===== src/shared/pmsc_map.vh =====
// Constants for the PHY management serial controller.
// Assumes a 20 MHz system clock and clause 22 management frames.
`ifndef PMSC_MAP_VH
`define PMSC_MAP_VH

// Clock figures in kHz; the management clock may not exceed its maximum
`define PMSC_CLK_KHZ 20000
`define PMSC_MDC_MAX_KHZ 2500
// Least half period in system clocks, rounded up
`define PMSC_MIN_HALF ((`PMSC_CLK_KHZ + 2 * `PMSC_MDC_MAX_KHZ - 1) / (2 * `PMSC_MDC_MAX_KHZ))
`define PMSC_MIN_DIV 8'h03

// Frame layout, bit positions counted after the preamble
`define PMSC_PRE_BITS 7'h20
`define PMSC_FRAME_BITS 7'h20
`define PMSC_LAST_DRIVEN_RD 7'h0d
`define PMSC_TA_ACK_POS 7'h0f
`define PMSC_DATA_POS 7'h10
`define PMSC_START 2'h1
`define PMSC_OP_WRITE 2'h1
`define PMSC_OP_READ 2'h2
`define PMSC_TA_WRITE 2'h2

// Polled generic status register and its connection bit
`define PMSC_POLL_REG 5'h01
`define PMSC_LINK_BIT 2

// Engine states
`define PMSC_ST_IDLE 2'h0
`define PMSC_ST_SHIFT 2'h1
`define PMSC_ST_DONE 2'h2

`endif


===== src/logic/pmsc_ctrl.v =====
// PHY management serial controller: polling engine, two user slots, clock divider.
// Assumes a 20 MHz clk and a PHY bus with a pull-up on the data wire.
`timescale 1ns/100ps
`include "pmsc_map.vh"
module pmsc_ctrl (
  clk,
  resetn,
  enable,
  preamble_off,
  bus_clock_divider,
  monitored_phy_addr,
  state_change_irq_en,
  state_change_clear,
  slot_load,
  slot_write_in,
  slot_phy_in,
  slot_reg_in,
  slot_data_in,
  request_done_clear,
  request_done_mask_set,
  request_done_mask_clear,
  mdc,
  mdio_out,
  mdio_oe_n,
  mdio_in,
  user_request_slot_busy,
  slot_ack,
  slot_data,
  presence,
  up_state,
  state_change_irq_raw,
  state_change_irq_masked,
  request_done_raw,
  request_done_masked,
  request_done_mask,
  irq
);
  input wire clk;
  input wire resetn;
  input wire enable;
  input wire preamble_off;
  input wire [7:0] bus_clock_divider;
  input wire [4:0] monitored_phy_addr;
  input wire state_change_irq_en;
  input wire state_change_clear;
  input wire [1:0] slot_load;
  input wire [1:0] slot_write_in;
  input wire [9:0] slot_phy_in;
  input wire [9:0] slot_reg_in;
  input wire [31:0] slot_data_in;
  input wire [1:0] request_done_clear;
  input wire [1:0] request_done_mask_set;
  input wire [1:0] request_done_mask_clear;
  output reg mdc;
  output reg mdio_out;
  output reg mdio_oe_n;
  input wire mdio_in;
  output reg [1:0] user_request_slot_busy;
  output reg [1:0] slot_ack;
  output reg [31:0] slot_data;
  output reg [31:0] presence;
  output reg [31:0] up_state;
  output reg state_change_irq_raw;
  output reg state_change_irq_masked;
  output reg [1:0] request_done_raw;
  output reg [1:0] request_done_masked;
  output reg [1:0] request_done_mask;
  output reg irq;

  wire mdio_level;
  reg [7:0] div_cnt;
  reg [1:0] state;
  reg [63:0] shift;
  reg [6:0] cnt;
  reg [6:0] len;
  reg [6:0] off;
  reg cur_user;
  reg cur_slot;
  reg cur_write;
  reg [4:0] cur_phy;
  reg [4:0] poll_addr;
  reg rr_last;
  reg answered;
  reg [15:0] rd_data;
  reg [9:0] slot_reg;
  reg [1:0] slot_write;
  reg [1:0] next_raw;
  reg [1:0] next_mask;
  reg next_link_raw;
  reg link_change;

  pmsc_sync u_sync (
    .clk(clk),
    .resetn(resetn),
    .pin_in(mdio_in),
    .level(mdio_level)
  );

  wire [7:0] eff_div = (bus_clock_divider < `PMSC_MIN_DIV) ? `PMSC_MIN_DIV : bus_clock_divider;
  wire tick = (div_cnt >= eff_div);
  wire fall = tick & mdc;
  wire [6:0] fpos = cnt - off;
  wire [6:0] cur_fpos = cnt - off - 7'h01;
  wire pick = (user_request_slot_busy == 2'h3) ? ~rr_last : user_request_slot_busy[1];
  wire any_user = |user_request_slot_busy;
  wire sel_write = slot_write[pick];
  reg [9:0] slot_phy_in_hold;
  wire [4:0] sel_phy = pick ? slot_phy_in_hold[9:5] : slot_phy_in_hold[4:0];
  wire [4:0] sel_reg = pick ? slot_reg[9:5] : slot_reg[4:0];
  wire [15:0] sel_data = pick ? slot_data[31:16] : slot_data[15:0];
  wire [4:0] f_phy = any_user ? sel_phy : poll_addr;
  wire [4:0] f_reg = any_user ? sel_reg : `PMSC_POLL_REG;
  wire f_write = any_user & sel_write;
  wire [31:0] frame = {`PMSC_START, f_write ? `PMSC_OP_WRITE : `PMSC_OP_READ, f_phy, f_reg,
                       `PMSC_TA_WRITE, f_write ? sel_data : 16'hffff};
  wire new_up = answered & rd_data[`PMSC_LINK_BIT];

  // Clock divider; the clock rests low only while no frame runs and enable is low
  always @(posedge clk or negedge resetn) begin
    if (!resetn) begin
      div_cnt <= 8'h00;
      mdc <= 1'b0;
    end else if (tick) begin
      div_cnt <= 8'h00;
      mdc <= (state != `PMSC_ST_IDLE) | enable ? ~mdc : 1'b0;
    end else begin
      div_cnt <= div_cnt + 8'h01;
    end
  end

  always @* begin
    next_mask = (request_done_mask | request_done_mask_set) & ~request_done_mask_clear;
    // Hardware set wins over a software clear in the same cycle
    next_raw = request_done_raw & ~request_done_clear;
    next_link_raw = state_change_irq_raw & ~state_change_clear;
    link_change = 1'b0;
    if (state == `PMSC_ST_DONE) begin
      if (cur_user) begin
        next_raw[cur_slot] = 1'b1;
      end else if (poll_addr == monitored_phy_addr && new_up != up_state[poll_addr]) begin
        link_change = 1'b1;
      end
    end
    if (link_change && state_change_irq_en) begin
      next_link_raw = 1'b1;
    end
  end

  always @(posedge clk or negedge resetn) begin
    if (!resetn) begin
      state <= `PMSC_ST_IDLE;
      shift <= 64'h0;
      cnt <= 7'h00;
      len <= 7'h00;
      off <= 7'h00;
      cur_user <= 1'b0;
      cur_slot <= 1'b0;
      cur_write <= 1'b0;
      cur_phy <= 5'h00;
      poll_addr <= 5'h00;
      rr_last <= 1'b1;
      answered <= 1'b0;
      rd_data <= 16'h0000;
      mdio_out <= 1'b1;
      mdio_oe_n <= 1'b1;
      user_request_slot_busy <= 2'h0;
      slot_ack <= 2'h0;
      slot_data <= 32'h0;
      slot_reg <= 10'h0;
      slot_write <= 2'h0;
      slot_phy_in_hold <= 10'h0;
      presence <= 32'h0;
      up_state <= 32'h0;
      state_change_irq_raw <= 1'b0;
      state_change_irq_masked <= 1'b0;
      request_done_raw <= 2'h0;
      request_done_masked <= 2'h0;
      request_done_mask <= 2'h0;
      irq <= 1'b0;
    end else begin
      request_done_raw <= next_raw;
      request_done_mask <= next_mask;
      request_done_masked <= next_raw & next_mask;
      irq <= |(next_raw & next_mask);
      state_change_irq_raw <= next_link_raw;
      state_change_irq_masked <= next_link_raw & state_change_irq_en;
      // a slot takes all its fields in one load
      if (slot_load[0] && !user_request_slot_busy[0]) begin
        user_request_slot_busy[0] <= 1'b1;
        slot_write[0] <= slot_write_in[0];
        slot_phy_in_hold[4:0] <= slot_phy_in[4:0];
        slot_reg[4:0] <= slot_reg_in[4:0];
        slot_data[15:0] <= slot_data_in[15:0];
        slot_ack[0] <= 1'b0;
      end
      if (slot_load[1] && !user_request_slot_busy[1]) begin
        user_request_slot_busy[1] <= 1'b1;
        slot_write[1] <= slot_write_in[1];
        slot_phy_in_hold[9:5] <= slot_phy_in[9:5];
        slot_reg[9:5] <= slot_reg_in[9:5];
        slot_data[31:16] <= slot_data_in[31:16];
        slot_ack[1] <= 1'b0;
      end
      case (state)
        `PMSC_ST_IDLE: begin
          if (enable && fall) begin
            shift <= preamble_off ? {frame, 32'h0} : {32'hffffffff, frame};
            off <= preamble_off ? 7'h00 : `PMSC_PRE_BITS;
            len <= preamble_off ? `PMSC_FRAME_BITS : `PMSC_PRE_BITS + `PMSC_FRAME_BITS;
            cur_user <= any_user;
            cur_slot <= pick;
            cur_write <= f_write;
            cur_phy <= f_phy;
            if (any_user) begin
              rr_last <= pick;
            end
            answered <= 1'b0;
            cnt <= 7'h00;
            state <= `PMSC_ST_SHIFT;
          end
        end
        `PMSC_ST_SHIFT: begin
          if (fall) begin
            // read bits taken at bit end
            // The synchroniser needs four clocks, so the rising tick would be too early
            if (!cur_write && cnt > off) begin
              if (cur_fpos == `PMSC_TA_ACK_POS) begin
                answered <= ~mdio_level;
              end
              if (cur_fpos >= `PMSC_DATA_POS) begin
                rd_data <= {rd_data[14:0], mdio_level};
              end
            end
            if (cnt == len) begin
              mdio_oe_n <= 1'b1;
              mdio_out <= 1'b1;
              state <= `PMSC_ST_DONE;
            end else begin
              // drive the data wire on the falling edge
              mdio_out <= shift[63];
              mdio_oe_n <= ~(cur_write || cnt < off || fpos <= `PMSC_LAST_DRIVEN_RD);
              shift <= {shift[62:0], 1'b0};
              cnt <= cnt + 7'h01;
            end
          end
        end
        `PMSC_ST_DONE: begin
          state <= `PMSC_ST_IDLE;
          if (cur_user) begin
            user_request_slot_busy[cur_slot] <= 1'b0;
            if (!cur_write) begin
              slot_ack[cur_slot] <= answered;
              if (cur_slot) begin
                slot_data[31:16] <= rd_data;
              end else begin
                slot_data[15:0] <= rd_data;
              end
              presence[cur_phy] <= answered;
            end
          end else begin
            presence[poll_addr] <= answered;
            // up state needs an answer and a connection
            up_state[poll_addr] <= new_up;
            poll_addr <= poll_addr + 5'h01;
          end
        end
        default: begin
          state <= `PMSC_ST_IDLE;
        end
      endcase
    end
  end
endmodule // pmsc_ctrl


===== src/logic/pmsc_sync.v =====
// Three-flop synchroniser for the management data input pin.
// Assumes the pin idles high through its pull-up.
`timescale 1ns/100ps
module pmsc_sync (
  clk,
  resetn,
  pin_in,
  level
);
  input wire clk;
  input wire resetn;
  input wire pin_in;
  output reg level;

  reg s1;
  reg s2;
  reg s3;

  // A change counts only when the second and third stages agree
  always @(posedge clk or negedge resetn) begin
    if (!resetn) begin
      s1 <= 1'b1;
      s2 <= 1'b1;
      s3 <= 1'b1;
      level <= 1'b1;
    end else begin
      s1 <= pin_in;
      s2 <= s1;
      s3 <= s2;
      if (s2 == s3) begin
        level <= s3;
      end
    end
  end
endmodule // pmsc_sync


===== config.mk =====
export PLATFORM = sky130hd
export DESIGN_NAME = pmsc_ctrl
export DESIGN_NICKNAME = d
export VERILOG_FILES = /design/src/logic/pmsc_ctrl.v /design/src/logic/pmsc_sync.v
export VERILOG_INCLUDE_DIRS = /design/src /design/src/shared
export SDC_FILE = /design/constraint.sdc
export NUM_CORES = 1
export LEC_CHECK = 0
export ABC_AREA = 0
export BUFFER_PORTS_ARGS = -buffer_cell sky130_fd_sc_hd__buf_2
export CORE_UTILIZATION = 52
export DETAILED_ROUTE_END_ITERATION = 7
export GPL_ROUTABILITY_DRIVEN = 0
export MAX_ROUTING_LAYER = met4
export PLACE_DENSITY = 0.77
export SLEW_MARGIN = 10
export SYNTH_ARGS = -nofsm -noshare
export SYNTH_HDL_FRONTEND = slang
export SYNTH_SLANG_ARGS = --single-unit

===== constraint.sdc =====
create_clock -name clk -period 2.7 [get_ports clk]
set_clock_uncertainty 0.15 [all_clocks]
set_input_delay 0 -clock clk [delete_from_list [all_inputs] [get_ports clk]]
set_output_delay 0 -clock clk [all_outputs]
set_load 0.02 [all_outputs]

Yosys cells after proc, flatten, opt, wreduce, memory -nomap -nowiden
Index checks and enable logic that the tools add are counted.
{ "classes": {"addsub": 5, "n_lt_le_gt_ge": 13, "n_eq_ne": 15, "n_mux": 71, "bitwise": 21, "n_reduce_logical": 28} }
{ "ops": {"columns": ["op", "n"], "rows": [
  ["2-to-1 mux 64 bit", 4],
  ["2-to-1 mux 32 bit", 5],
  ["one-hot mux 64 bit (2 select lines)", 1],
  ["bitwise mux 32 bit", 3],
  ["2-to-1 mux 16 bit", 6],
  ["2-to-1 mux 7 bit", 4],
  ["2-to-1 mux 1 bit", 22],
  ["2-to-1 mux 2 bit", 11],
  ["2-to-1 mux 5 bit", 4],
  ["2-to-1 mux 8 bit", 2],
  ["!= test 2 bit (second input constant)", 7],
  ["one-hot mux 7 bit (2 select lines)", 1],
  ["less-than comparator 5 x 6 -> 1 bit (second input constant)", 2],
  ["demux 1 bit (select 5 bit)", 2],
  [">= comparator 5 x 1 -> 1 bit (second input constant)", 2],
  ["logical AND 1 bit", 9],
  ["adder 8 x 1 -> 8 bit (second input constant)", 1],
  ["AND 2 bit", 4],
  [">= comparator 8 bit", 1],
  ["less-than comparator 8 x 2 -> 1 bit (second input constant)", 1],
  ["AND reduction 2 bit", 4],
  ["AND reduction 4 bit", 2],
  ["adder 7 x 1 -> 7 bit (second input constant)", 1],
  ["== test 7 x 4 -> 1 bit (second input constant)", 1],
  ["33 further kinds", 53]
]} }
{ "word_totals": {"regBits": 264, "output_inout_bits": 112, "elab_cells": 191} }

Depth between registers and ports, before layout
Gate-level depths: netlist of run 1.
{ "depth": {"depth_word": 10, "mapped_depth": 11} }

Modules after synthesis
A second synthesis of run 1 with hierarchy kept.
{ "hier_totals": {"hier_cells": 1181, "area_unflattened_um2": 12210.5} }
{ "by_module_without_submodules": {"columns": ["module", "instances", "cells_per_inst", "area_each_um2"], "rows": [
  ["pmsc_ctrl", 1, 1176, 12094.1],
  ["pmsc_sync", 1, 5, 116.4]
]} }

Least setup slack after synthesis of run 1
Ideal clock, no wire load.
{ "synth_path": {"path_kind": "flip-flop to flip-flop", "start": "reg div_cnt[0]", "end": "reg rd_data[10]", "setup_ns": 0.125, "t_arrival_ns": 2.313, "required_ns": 2.425, "slack_ns": 0.112, "path_stages_with_launch": 10, "n_path_buf": 1, "cell_sequence": "dfrtp_1 -> inv_1 -> ha_1 -> nand2b_1 -> a211oi_1 -> o21ba_2 -> o21a_1 -> nor4b_4 -> buf_6 -> mux2_2"} }
{ "synth_between": {"elab_chain_len": 3} }
{ "synth_rtl": {"columns": ["element", "line", "source"], "rows": [
  ["start, declared", "pmsc_ctrl.v:71", "reg [7:0] div_cnt;"],
  ["start signal, assigned", "pmsc_ctrl.v:127", "div_cnt <= div_cnt + 8'h01;"],
  [">= comparator 8 bit", "pmsc_ctrl.v:100", "wire tick = (div_cnt >= eff_div);"],
  ["AND 1 bit", "pmsc_ctrl.v:101", "wire fall = tick & mdc;"],
  ["AND reduction 4 bit (no source line)", null, null],
  ["end signal, assigned", "pmsc_ctrl.v:231", "rd_data <= {rd_data[14:0], mdio_level};"],
  ["end, declared", "pmsc_ctrl.v:84", "reg [15:0] rd_data;"]
]} }
No other way between the ends.
A chain may end at the register's enable or synchronous reset.

Worst setup path after layout of run 1
{ "layout_path": {"start": "reg cnt[5]", "end": "reg rd_data[5]"} }
{ "layout_between": {"elab_chain_len": 4, "word_cells_on_any_way": 6, "classes_between": "add/sub (2); order compare (2); reduce/logical (2)"} }
{ "layout_rtl": {"columns": ["element", "line", "source"], "rows": [
  ["start, declared", "pmsc_ctrl.v:74", "reg [6:0] cnt;"],
  ["start signal, assigned", "pmsc_ctrl.v:243", "cnt <= cnt + 7'h01;"],
  ["subtractor 7 bit", "pmsc_ctrl.v:103", "wire [6:0] cur_fpos = cnt - off - 7'h01;"],
  ["subtractor 7 x 1 -> 7 bit", "pmsc_ctrl.v:103", null],
  [">= comparator 7 x 5 -> 1 bit (no source line)", null, null],
  ["AND reduction 4 bit (no source line) (*)", null, null]
]} }
Every way passes the cells marked *; elsewhere a longest branch is shown, timed or not.

==> results of run 1 <==
## power groups by stage
stage               Combinational (mW)  Sequential [mW]  Clock [mW]
detailed placement                3.75             5.28           0
CTS                               3.88             5.23        3.57
finish                            3.96             5.25        3.53
global route                      4.35             5.34        3.71
global placement                  3.62             5.24           0
floorplan                         2.47             5.20           0
## metrics by stage
step                      area [µm²]  worst slack [ns]  cells
after floorplan                12300             0.112   1211
after global placement         13800             0.174   1683
after detailed placement       13800            0.0836   1683
after CTS                      15400           0.00655   1809
after global routing           15500           0.00430   1814
final                          15500             0.109   1814
## layout by cell type (no fill, tap or decap), types with 12 or more instances in the layout
cell type / n
a21oi_1: 26
a22o_1: 20
buf_2: 192
buf_4: 46
clkbuf_16: 26
dfrtp_1: 242
dlygate4sd3_1: 79
ha_1: 19
inv_1: 24
mux2_2: 113
mux2i_1: 52
nand2_1: 143
nand2b_1: 12
nand3_1: 29
nor2_1: 83
o21ai_0: 194
o22ai_1: 32
xnor2_1: 12
## critical path: stages, from the launching register on
cell and delay (ns):
dfrtp_1 0.41, inv_1 0.06, ha_1 0.35, and3_1 0.21
a32o_1 0.22, o21ai_1 0.14, nand2_1 0.09, nor4b_4 0.29
buf_12 0.20, mux2_2 0.35
## cells by family after synthesis
kind of cell,synth area share
AOI/OAI and AO/OA,0.145
adders and majority gates,0.0201
muxes,0.150
DFF,0.512
buffers and inverters,0.0363
xor gates and xnor gates,0.0121
and+or+nand+nor,0.125
## final cells by class
cell class | count | area, µm²
inverters | 24 | 90.1
well taps | 313 | 392
repair buffers | 325 | 2240
flip-flops and latches | 252 | 6320
multi-input cells | 853 | 5630
fillers | 1770 | 7470
clock inverters | 6 | 66.3
clock buffers | 41 | 777
## worst min-delay path by stage
stage	cells after the start	endpoint	start	slack (ns)
floorplan	0	answered	resetn	-0.45
global placement	1	presence[8]	resetn	-0.14
detailed placement	1	presence[8]	resetn	-0.14
CTS	3	request_done_raw[1]	request_done_clear[1]	0.07
global route	3	request_done_raw[0]	request_done_clear[0]	0.09
finish	3	request_done_raw[1]	request_done_clear[1]	0.07
## repair_timing
action	CTS	global route
setup buffers	0	5
endpoints found under the setup margin	0	9
hold buffers	79	0
hold endpoints to repair	330	0
resized for setup	0	10
## layer usage
| layer | share of wire | global-route usage |
|---|---|---|
| met3 | 0.069 | 0.0456 |
| met4 | 0.028 | 0.0934 |
| met2 | 0.48 | 0.483 |
| met1 | 0.42 | 0.387 |
| met5 | 0 | - |
==> metrics.txt, run 1 <==
1st-iter DRT viols=between 800 and 900; CP arrival=approximately 2.9 ns; GRT Util Overall=0.299; CP Class=register to register; IO Port Bufs=around 190; Critical path origin=cnt[5]; Syn-to-layout area delta=25.8%; Initial Util=0.537; layout cell share with drive strength beyond 1=0.288; leading area contributor after synthesis=dfrtp_1; core box area=23000 µm²; Rows=55; Power per Cell Area=roughly 820 nW/µm²; vias per cell=slightly below 6; Hold Crit Class=primary input to register; clock root buffer=clkbuf_16; drt pass-1 iters=5; status=complete, no violations; switch share=0.350; worst r2r src=cnt[5]; Worst-Skew Late Latency=roughly 0.53 ns; max reg flops=64; FF+latch count, synth=between 200 and 300; worst vdd ir=0.479 mV; number of max-cap violations=0; synth cell count leaders=245 x dfrtp_1, 194 x o21ai_0, 143 x nand2_1; crit share post-route=0.960; leading register cell type out of synthesis=dfrtp_1; Nets=approximately 1600; vias in the first global route=roughly 11000; Final Hold Violating Endpoints=0; diode count=0; Req. time, crit path=2.97 ns; DP HPWL=22600 µm; internal reg-to-reg setup slack=roughly 0.11 ns; Slew headroom=0.593; worst slew pin tran=0.610 ns; total gr overflow=0; Synthesized Nets=between 1000 and 1500; Final Max Tran Viols=0; startpoint types=register; top-area cell type share of the netlist area=0.497; Flop pwr share=0.412; Critical Path End=rd_data[5]; Yosys cell types=66; Biggest register=shift; fmax=between 300 and 400 MHz; clk sinks=approximately 250; wire per inst=about 19 µm; Post-DRT Antenna Nets=0; Combinational Power Share=0.311; final core utilization=0.675; Net Sw Power=4.46 mW; Crit. End Element=register; RSZ-0062 raised after global routing=no; Vias=10732; Post-synth EDFFs=0; Syn Area/Cell=10.2 µm²; final setup vio count=0; Worst Path Max Fanout=16; die area=24300 µm²; Ys Warns=0; CTS HTree Levels=1; P_int=8.28 mW; Max Root-Sink Buffers=3; initial antenna violation count=0; TritonCTS clock tree=done; final wirelength=~35000 µm; Period minus WS final=approximately 2.6 ns; first-pass GRT wire length=55500 µm; reg2reg end=rd_data[5]; worst r2r path cells=9; Worst-path clk slew=0.06 ns; Final Hold Slack=between 0.07 and 0.08 ns; post-synthesis cell area=between 10000 and 15000 µm²; top post-synthesis cells by area=dfrtp_1 50%, mux2_2 10%, o21ai_0 7.9%, nand2_1 4.4%, mux2i_1 4.3%; sequential-to-total area share from yosys stat=0.512; part of the power in the clock network=0.277; Pleak=roughly 7.2 nW; Final Power=~13 mW; residual DRC count=0; I/O pin total=194; largest net degree at the start of global routing=75; total CTS buffers=26; Syn Inst Count=approximately 1200; total negative slack=0 ns; asr flop ratio synth=1.00; most frequent cell after synthesis=dfrtp_1; Die H=around 160 µm; Die X-Extent=around 160 µm
(Power assumes the default switching activity.)
==> run 2: changes to the inputs <==
- ABC_AREA: 0 -> 1
==> metrics.txt, run 2 <==
GRT Util Overall=0.320 (+0.0212); vias in the first global route=12522 (+18%); CTS HTree Levels=1 (unchanged); sequential-to-total area share from yosys stat=0.492 (-0.0201); min-delay src=bus_clock_divider[7]; startpoint types=register; most frequent cells in the layout=532 x nand2_1, 245 x dfrtp_1, 192 x buf_2; core box area=24200 µm² (+5.5%); Post-synth EDFFs=0 (unchanged); internal reg-to-reg setup slack=0.14 ns (+0.03 ns); Die X-Extent=159 µm (+2.0%); pre-CTS setup slack=0.0197 ns (-0.0640 ns); final wirelength=39300 µm (+12%); final setup vio count=0 (unchanged); Worst path slowest cell=dlygate4sd3_1; Worst-Skew Late Latency=0.53 ns (about the same); Syn Inst Count=1645 (+36%); Vias=12795 (+19%); RSZ-0062 raised after global routing=no; Largest stage delay, worst path=0.57 ns (+0.16 ns); Period minus WS final=2.56 ns (-0.0311 ns); wire per inst=17.4 µm (-9.5%); Biggest register=shift; max reg flops=64 (unchanged); sequential cell area=6310 µm² (about the same); Synthesized Nets=1746 (+33%); synth cell count leaders=533 x nand2_1, 245 x dfrtp_1, 175 x o21ai_0; clock root buffer=clkbuf_16; reg2reg end=slot_reg[3]; Syn Area/Cell=7.81 µm² (-23%); vias per cell=5.67 (-4.1%); Multi-input gate area=5570 µm² (-0.98%); I/O pin total=194 (unchanged); leading register cell type out of synthesis=dfrtp_1; 1st-iter DRT viols=1244 (+52%); Ys Warns=0 (unchanged); residual DRC count=0 (unchanged); Pleak=8.26 nW (+15%); asr flop ratio synth=1.00 (unchanged); fillers=1943 (+9.8%); worst r2r src=user_request_slot_busy[0]; first-pass GRT wire length=64100 µm (+15%); worst slew pin tran=0.764 ns (+0.153 ns); Post-DRT Antenna Nets=0 (unchanged); initial antenna violation count=0 (unchanged); met3 wire length=3270 µm (+36%); status=complete, no violations; fmax=391 MHz (+1.2%); Detail Route met2 WL=19000 µm (+13%); largest net degree at the start of global routing=89 (+19%); Rows=57 (+3.6%); Worst Path Max Fanout=30 (+14); Final Max Tran Viols=0 (unchanged); highest routed layer=met4; number of max-cap violations=0 (unchanged); Initial Util=0.530 (-0.00718); Crit. End Element=register; CP Class=register to register; clk sinks=252 (unchanged); Final Hold Violating Endpoints=0 (unchanged); CP arrival=2.88 ns (+0.02 ns); Worst-path clk slew=0.06 ns (about the same); Hold Crit Class=primary input to register; Syn-to-layout area delta=25.0%; drt pass-1 iters=6 (+1); layout cell share with drive strength beyond 1=0.177 (-0.111); Die H=159 µm (+2.0%); total gr overflow=0 (unchanged); Slew headroom=0.491 (-0.102); Yosys cell types=42 (-36%); IO Port Bufs=193 (unchanged); Critical Path End=slot_reg[3]; total CTS buffers=27 (+3.8%); post-synthesis cell area=12800 µm² (+4.1%); worst vdd ir=0.589 mV (+23%); Power per Cell Area=880 nW/µm² (+7.2%); most frequent cell after synthesis=nand2_1; top post-synthesis cells by area=dfrtp_1 48%, nand2_1 16%, o21ai_0 6.8%, inv_1 4.1%, nor2_1 3.7%; crit path cell chain=buf_4 -> nor2_2 -> buf_4 -> nand2_1 -> dlygate4sd3_1 -> nand2_1 -> dlygate4sd3_1; postcts setup bufs=0 (unchanged); top-area cell type share of the netlist area=0.477 (-0.0195); worst r2r path cells=7 (-2); die area=25300 µm² (+4.0%); TritonCTS clock tree=done; Nets=2012 (+27%); Crit path max-delay family=buffers and inverters; commonest non-fill, non-tap cell in the layout=nand2_1; DP HPWL=25100 µm (+11%); Final Hold Slack=0.0579 ns (-0.0165 ns); Req. time, crit path=3.02 ns (+0.05 ns); total negative slack=0 ns (unchanged); FF+latch count, synth=252 (unchanged); critical path depth in cells=7 (-2); Critical path origin=user_request_slot_busy[0]; diode count=0 (unchanged); M1 wire length=15600 µm (+5.9%); Max Root-Sink Buffers=3 (unchanged); worst setup margin=0.140 ns (+0.0311 ns); WP buf/inv=4 (+2); leading area contributor after synthesis=dfrtp_1; crit share post-route=0.948 (-0.0115)
[run 2: cell count changes after synthesis, moves of 19 or more]
cell,change
mux2_2,-85
mux2i_1,-53
nor2_1,+43
o21ai_0,-19
nand2_1,+390
inv_1,+115
nand4_1,+66
nand3_1,+34
o22ai_1,-31
[run 2: through the flow]
stage,util,instance area [µm²],power [mW],instances
final,0.662,16000,14.1,2255
after detailed placement,0.586,14200,10.1,2113
after CTS,0.662,16000,14.0,2255
after floorplan,-,12800,8.52,1645
after global routing,0.662,16000,15.0,2255
after global placement,0.586,14200,9.94,2113
[run 2: power by group]
part	internal (mW)	total (mW)	leakage (nW)	switching (mW)
Combinational	1.61	4.90	4.65	3.29
Clock	2.26	3.78	0.444	1.52
Sequential	4.71	5.45	3.16	0.740
[run 2: logic make-up (layout without fill, tap and decap cells)]
group / count (synthesis) / in the layout / share of synthesized area
simple gates: 837 / 837 / 0.274
compound gates: 255 / 255 / 0.105
buf+inv: 240 / 526 / 0.0756
fa+ha+maj: 20 / 20 / 0.0193
xor+xnor: 13 / 13 / 0.00887
flops: 252 / 252 / 0.492
mux: 28 / 28 / 0.0246
[run 2: final cells by class]
type | instances | share of cell area
Clock buffer | 40 | 0.0483
Clock inverter | 9 | 0.00772
Inverter | 150 | 0.0353
Multi-Input combinational cell | 1153 | 0.347
Sequential cell | 252 | 0.393
Tap cell | 324 | 0.0253
Timing Repair Buffer | 327 | 0.143
[run 2: worst register-to-register path, cell delays in order, from the launching register on]
cell	delay, ns
dfrtp_1	0.38
buf_4	0.19
nor2_2	0.15
buf_4	0.37
nand2_1	0.10
dlygate4sd3_1	0.57
nand2_1	0.06
dlygate4sd3_1	0.54
[run 2: metal layers]
metal	global-route usage	vias to the layer above
met3	0.0422	123
met5	-	-
met4	0.121	0
li1	-	5872
met2	0.524	676
met1	0.406	6124
[run 2: worst min path at each step]
stage | endpoint | slack, ns | cells after the start
2_1_floorplan | answered | -0.45 | 0
3_3_place_gp | presence[10] | -0.09 | 1
3_5_place_dp | presence[10] | -0.09 | 1
4_1_cts | mdc | 0.02 | 6
5_1_grt | slot_reg[8] | 0.08 | 4
6_report | mdc | 0.06 | 6
[run 2: what timing repair did]
action / CTS / global route
hold buffers: 93 / 0
setup endpoints to repair: 0 / 8
gates resized for setup: 0 / 2
hold endpoints to repair: 322 / 0
==> run 3: changes to the inputs <==
- CORE_UTILIZATION: 52 -> 55
- clock period: 2.7 -> 2.6 ns (I/O delays scaled with it)
==> metrics.txt, run 3 (synthesis gave the netlist of run 2 again) <==
Net Sw Power=5.86 mW (+5.6%); Combinational Power Share=0.346 (about the same); fillers=1707 (-12%); total gr overflow=0 (unchanged); Nets=2021 (+0.45%); internal reg-to-reg setup slack=0.13 ns (about the same); worst vdd ir=0.616 mV (+4.6%); Worst-path clk slew=0.06 ns (about the same); vias in the first global route=12439 (-0.66%); Flop pwr share=0.375 (-0.011); Max Root-Sink Buffers=3 (unchanged); Initial Util=0.564 (+0.0342); CP dominant cell by count=nand2_1; RSZ-0062 raised after global routing=no; core box area=22800 µm² (-6.1%); Pleak=8.33 nW (+0.90%); crit share post-route=0.951 (+0.00254); Final Max Tran Viols=0 (unchanged); die area=24000 µm² (-5.4%); total CTS buffers=27 (unchanged); Largest stage delay, worst path=0.56 ns (about the same); clk sinks=252 (unchanged); total negative slack=0 ns (unchanged); I/O pin total=194 (unchanged); clock root buffer=clkbuf_16; number of max-cap violations=0 (unchanged); Crit. End Element=register; DP HPWL=24600 µm (-1.9%); CTS HTree Levels=1 (unchanged); startpoint types=register; worst r2r src=poll_addr[0]; CP Class=register to register; max reg flops=64 (unchanged); fmax=405 MHz (+3.6%); commonest non-fill, non-tap cell in the layout=nand2_1; Placed Instances=2101 (-0.57%); Hold Crit Class=primary input to register; Rows=55 (-3.5%); DP Area=14300 µm² (+0.29%); status=complete, no violations; Final Hold Violating Endpoints=0 (unchanged); drt pass-1 iters=8 (+2); Die H=155 µm (-2.7%); worst setup margin=0.128 ns (-0.0118 ns); Slew headroom=0.586 (+0.0946); GRT Util Overall=0.343 (+0.0233); layout cell share with drive strength beyond 1=0.183 (+0.00588); most frequent cells in the layout=532 x nand2_1, 244 x dfrtp_1, 192 x buf_2; residual DRC count=0 (unchanged); wire per inst=17.7 µm (+1.4%); largest net degree at the start of global routing=72 (-19%); part of the power in the clock network=0.279 (+0.012); vias per cell=5.69 (+0.25%); Req. time, crit path=2.88 ns (-0.14 ns); Biggest register=shift; Worst Path Max Fanout=12 (-60%); Vias=12815 (+0.16%); initial antenna violation count=0 (unchanged); P_int=9.15 mW (+6.6%); TritonCTS clock tree=done; min-delay src=bus_clock_divider[7]; first-pass GRT wire length=63800 µm (-0.54%); final wirelength=39800 µm (+1.3%); Die X-Extent=155 µm (-2.7%); crit path cell chain=clkinvlp_4 -> buf_4 -> nand2_1 -> nand3_1 -> nand2_1 -> nand2_1 -> nand2_1 -> nor2_1 -> nand2_1 -> nand2_1 -> nand3_1 -> nand2_1 -> dlygate4sd3_1; Final Power=15.0 mW (+6.2%); Syn-to-layout area delta=26.8%; IO Port Bufs=193 (unchanged); CP arrival=2.75 ns (-0.13 ns); Worst path slowest cell=dlygate4sd3_1; Post-Layout Cell Count=2253 (-0.089%); Period minus WS final=2.47 ns (-0.0882 ns); final setup vio count=0 (unchanged); worst slew pin tran=0.621 ns (-0.143 ns); Post-DRT Antenna Nets=0 (unchanged); switch share=0.390 (-0.00223); Power per Cell Area=922 nW/µm² (+4.7%); 1st-iter DRT viols=1152 (-7.4%); design area=16300 µm² (+1.4%); Worst-Skew Late Latency=0.55 ns (+0.02 ns); diode count=0 (unchanged); Critical path origin=poll_addr[0]; pre-CTS setup slack=0.0458 ns (+0.0261 ns)
## run 3: changes by cell type in the layout (fill, tap and decap cells not counted), sizes merged
cell         previous run  this run
buf                   234       237
dlygate4sd3            93        98
clkbuf                 40        36
nor2                  133       134
bufinv                  3         5
clkinvlp                1         3
## run 3: layer usage
layer  GRT usage  part of all wire  vias up  wire length (µm)
met5           -                 0        -                 0
met2       0.555              0.48      671             19000
li1            -                 -     5890                 -
met4       0.149             0.043        0              1720
met3      0.0479             0.076      158              3010
met1       0.433              0.40     6096             16000
## run 3: per-stage QoR
step,util,hold WS [ns]
2_1_floorplan,-,-0.446
3_3_place_gp,0.626,-0.149
3_5_place_dp,0.626,-0.150
4_1_cts,0.712,0.0751
5_1_grt,0.715,0.0926
6_report,0.715,0.0709
## run 3: worst paths after layout
check,end,cells past startpoint
min in group asynchronous,u_sync.s2,3
max in group asynchronous,mdio_out,4
worst max-delay path,state_change_irq_raw,13
worst min-delay path,mdc,7
worst max register to register,state_change_irq_raw,13
worst min register to register,u_sync.s2,0
## run 3: power by group through the flow
| stage | clock, mW | combinational, mW | sequential (mW) |
|---|---|---|---|
| after detailed placement | 0 | 4.92 | 5.62 |
| after CTS | 4.21 | 5.08 | 5.58 |
| final | 4.19 | 5.19 | 5.63 |
| after floorplan | 0 | 3.05 | 5.80 |
| after global placement | 0 | 4.78 | 5.61 |
| after global routing | 4.35 | 5.75 | 5.72 |
## run 3: timing repair
| item | CTS | global route |
|---|---|---|
| setup buffers | 0 | 3 |
| resized for setup | 0 | 7 |
| hold buffers | 99 | 0 |
| endpoints found under the setup margin | 0 | 25 |
| hold endpoints to repair | 334 | 0 |
## run 3: final cells by class
cell class	count	area (µm²)	area share
Inverter	150	571	0.0350
Multi-Input combinational cell	1154	5600	0.344
Clock inverter	13	200	0.0123
Sequential cell	252	6320	0.388
Clock buffer	36	759	0.0467
Tap cell	313	392	0.0241
Timing Repair Buffer	335	2440	0.150
## run 3: worst max-delay path: cells and delay by family, from the launching register on
family                 cells  cell delay (ns)
buffers and inverters      3             1.10
flip-flops                 1             0.39
AND/OR/NAND/NOR           10             0.71
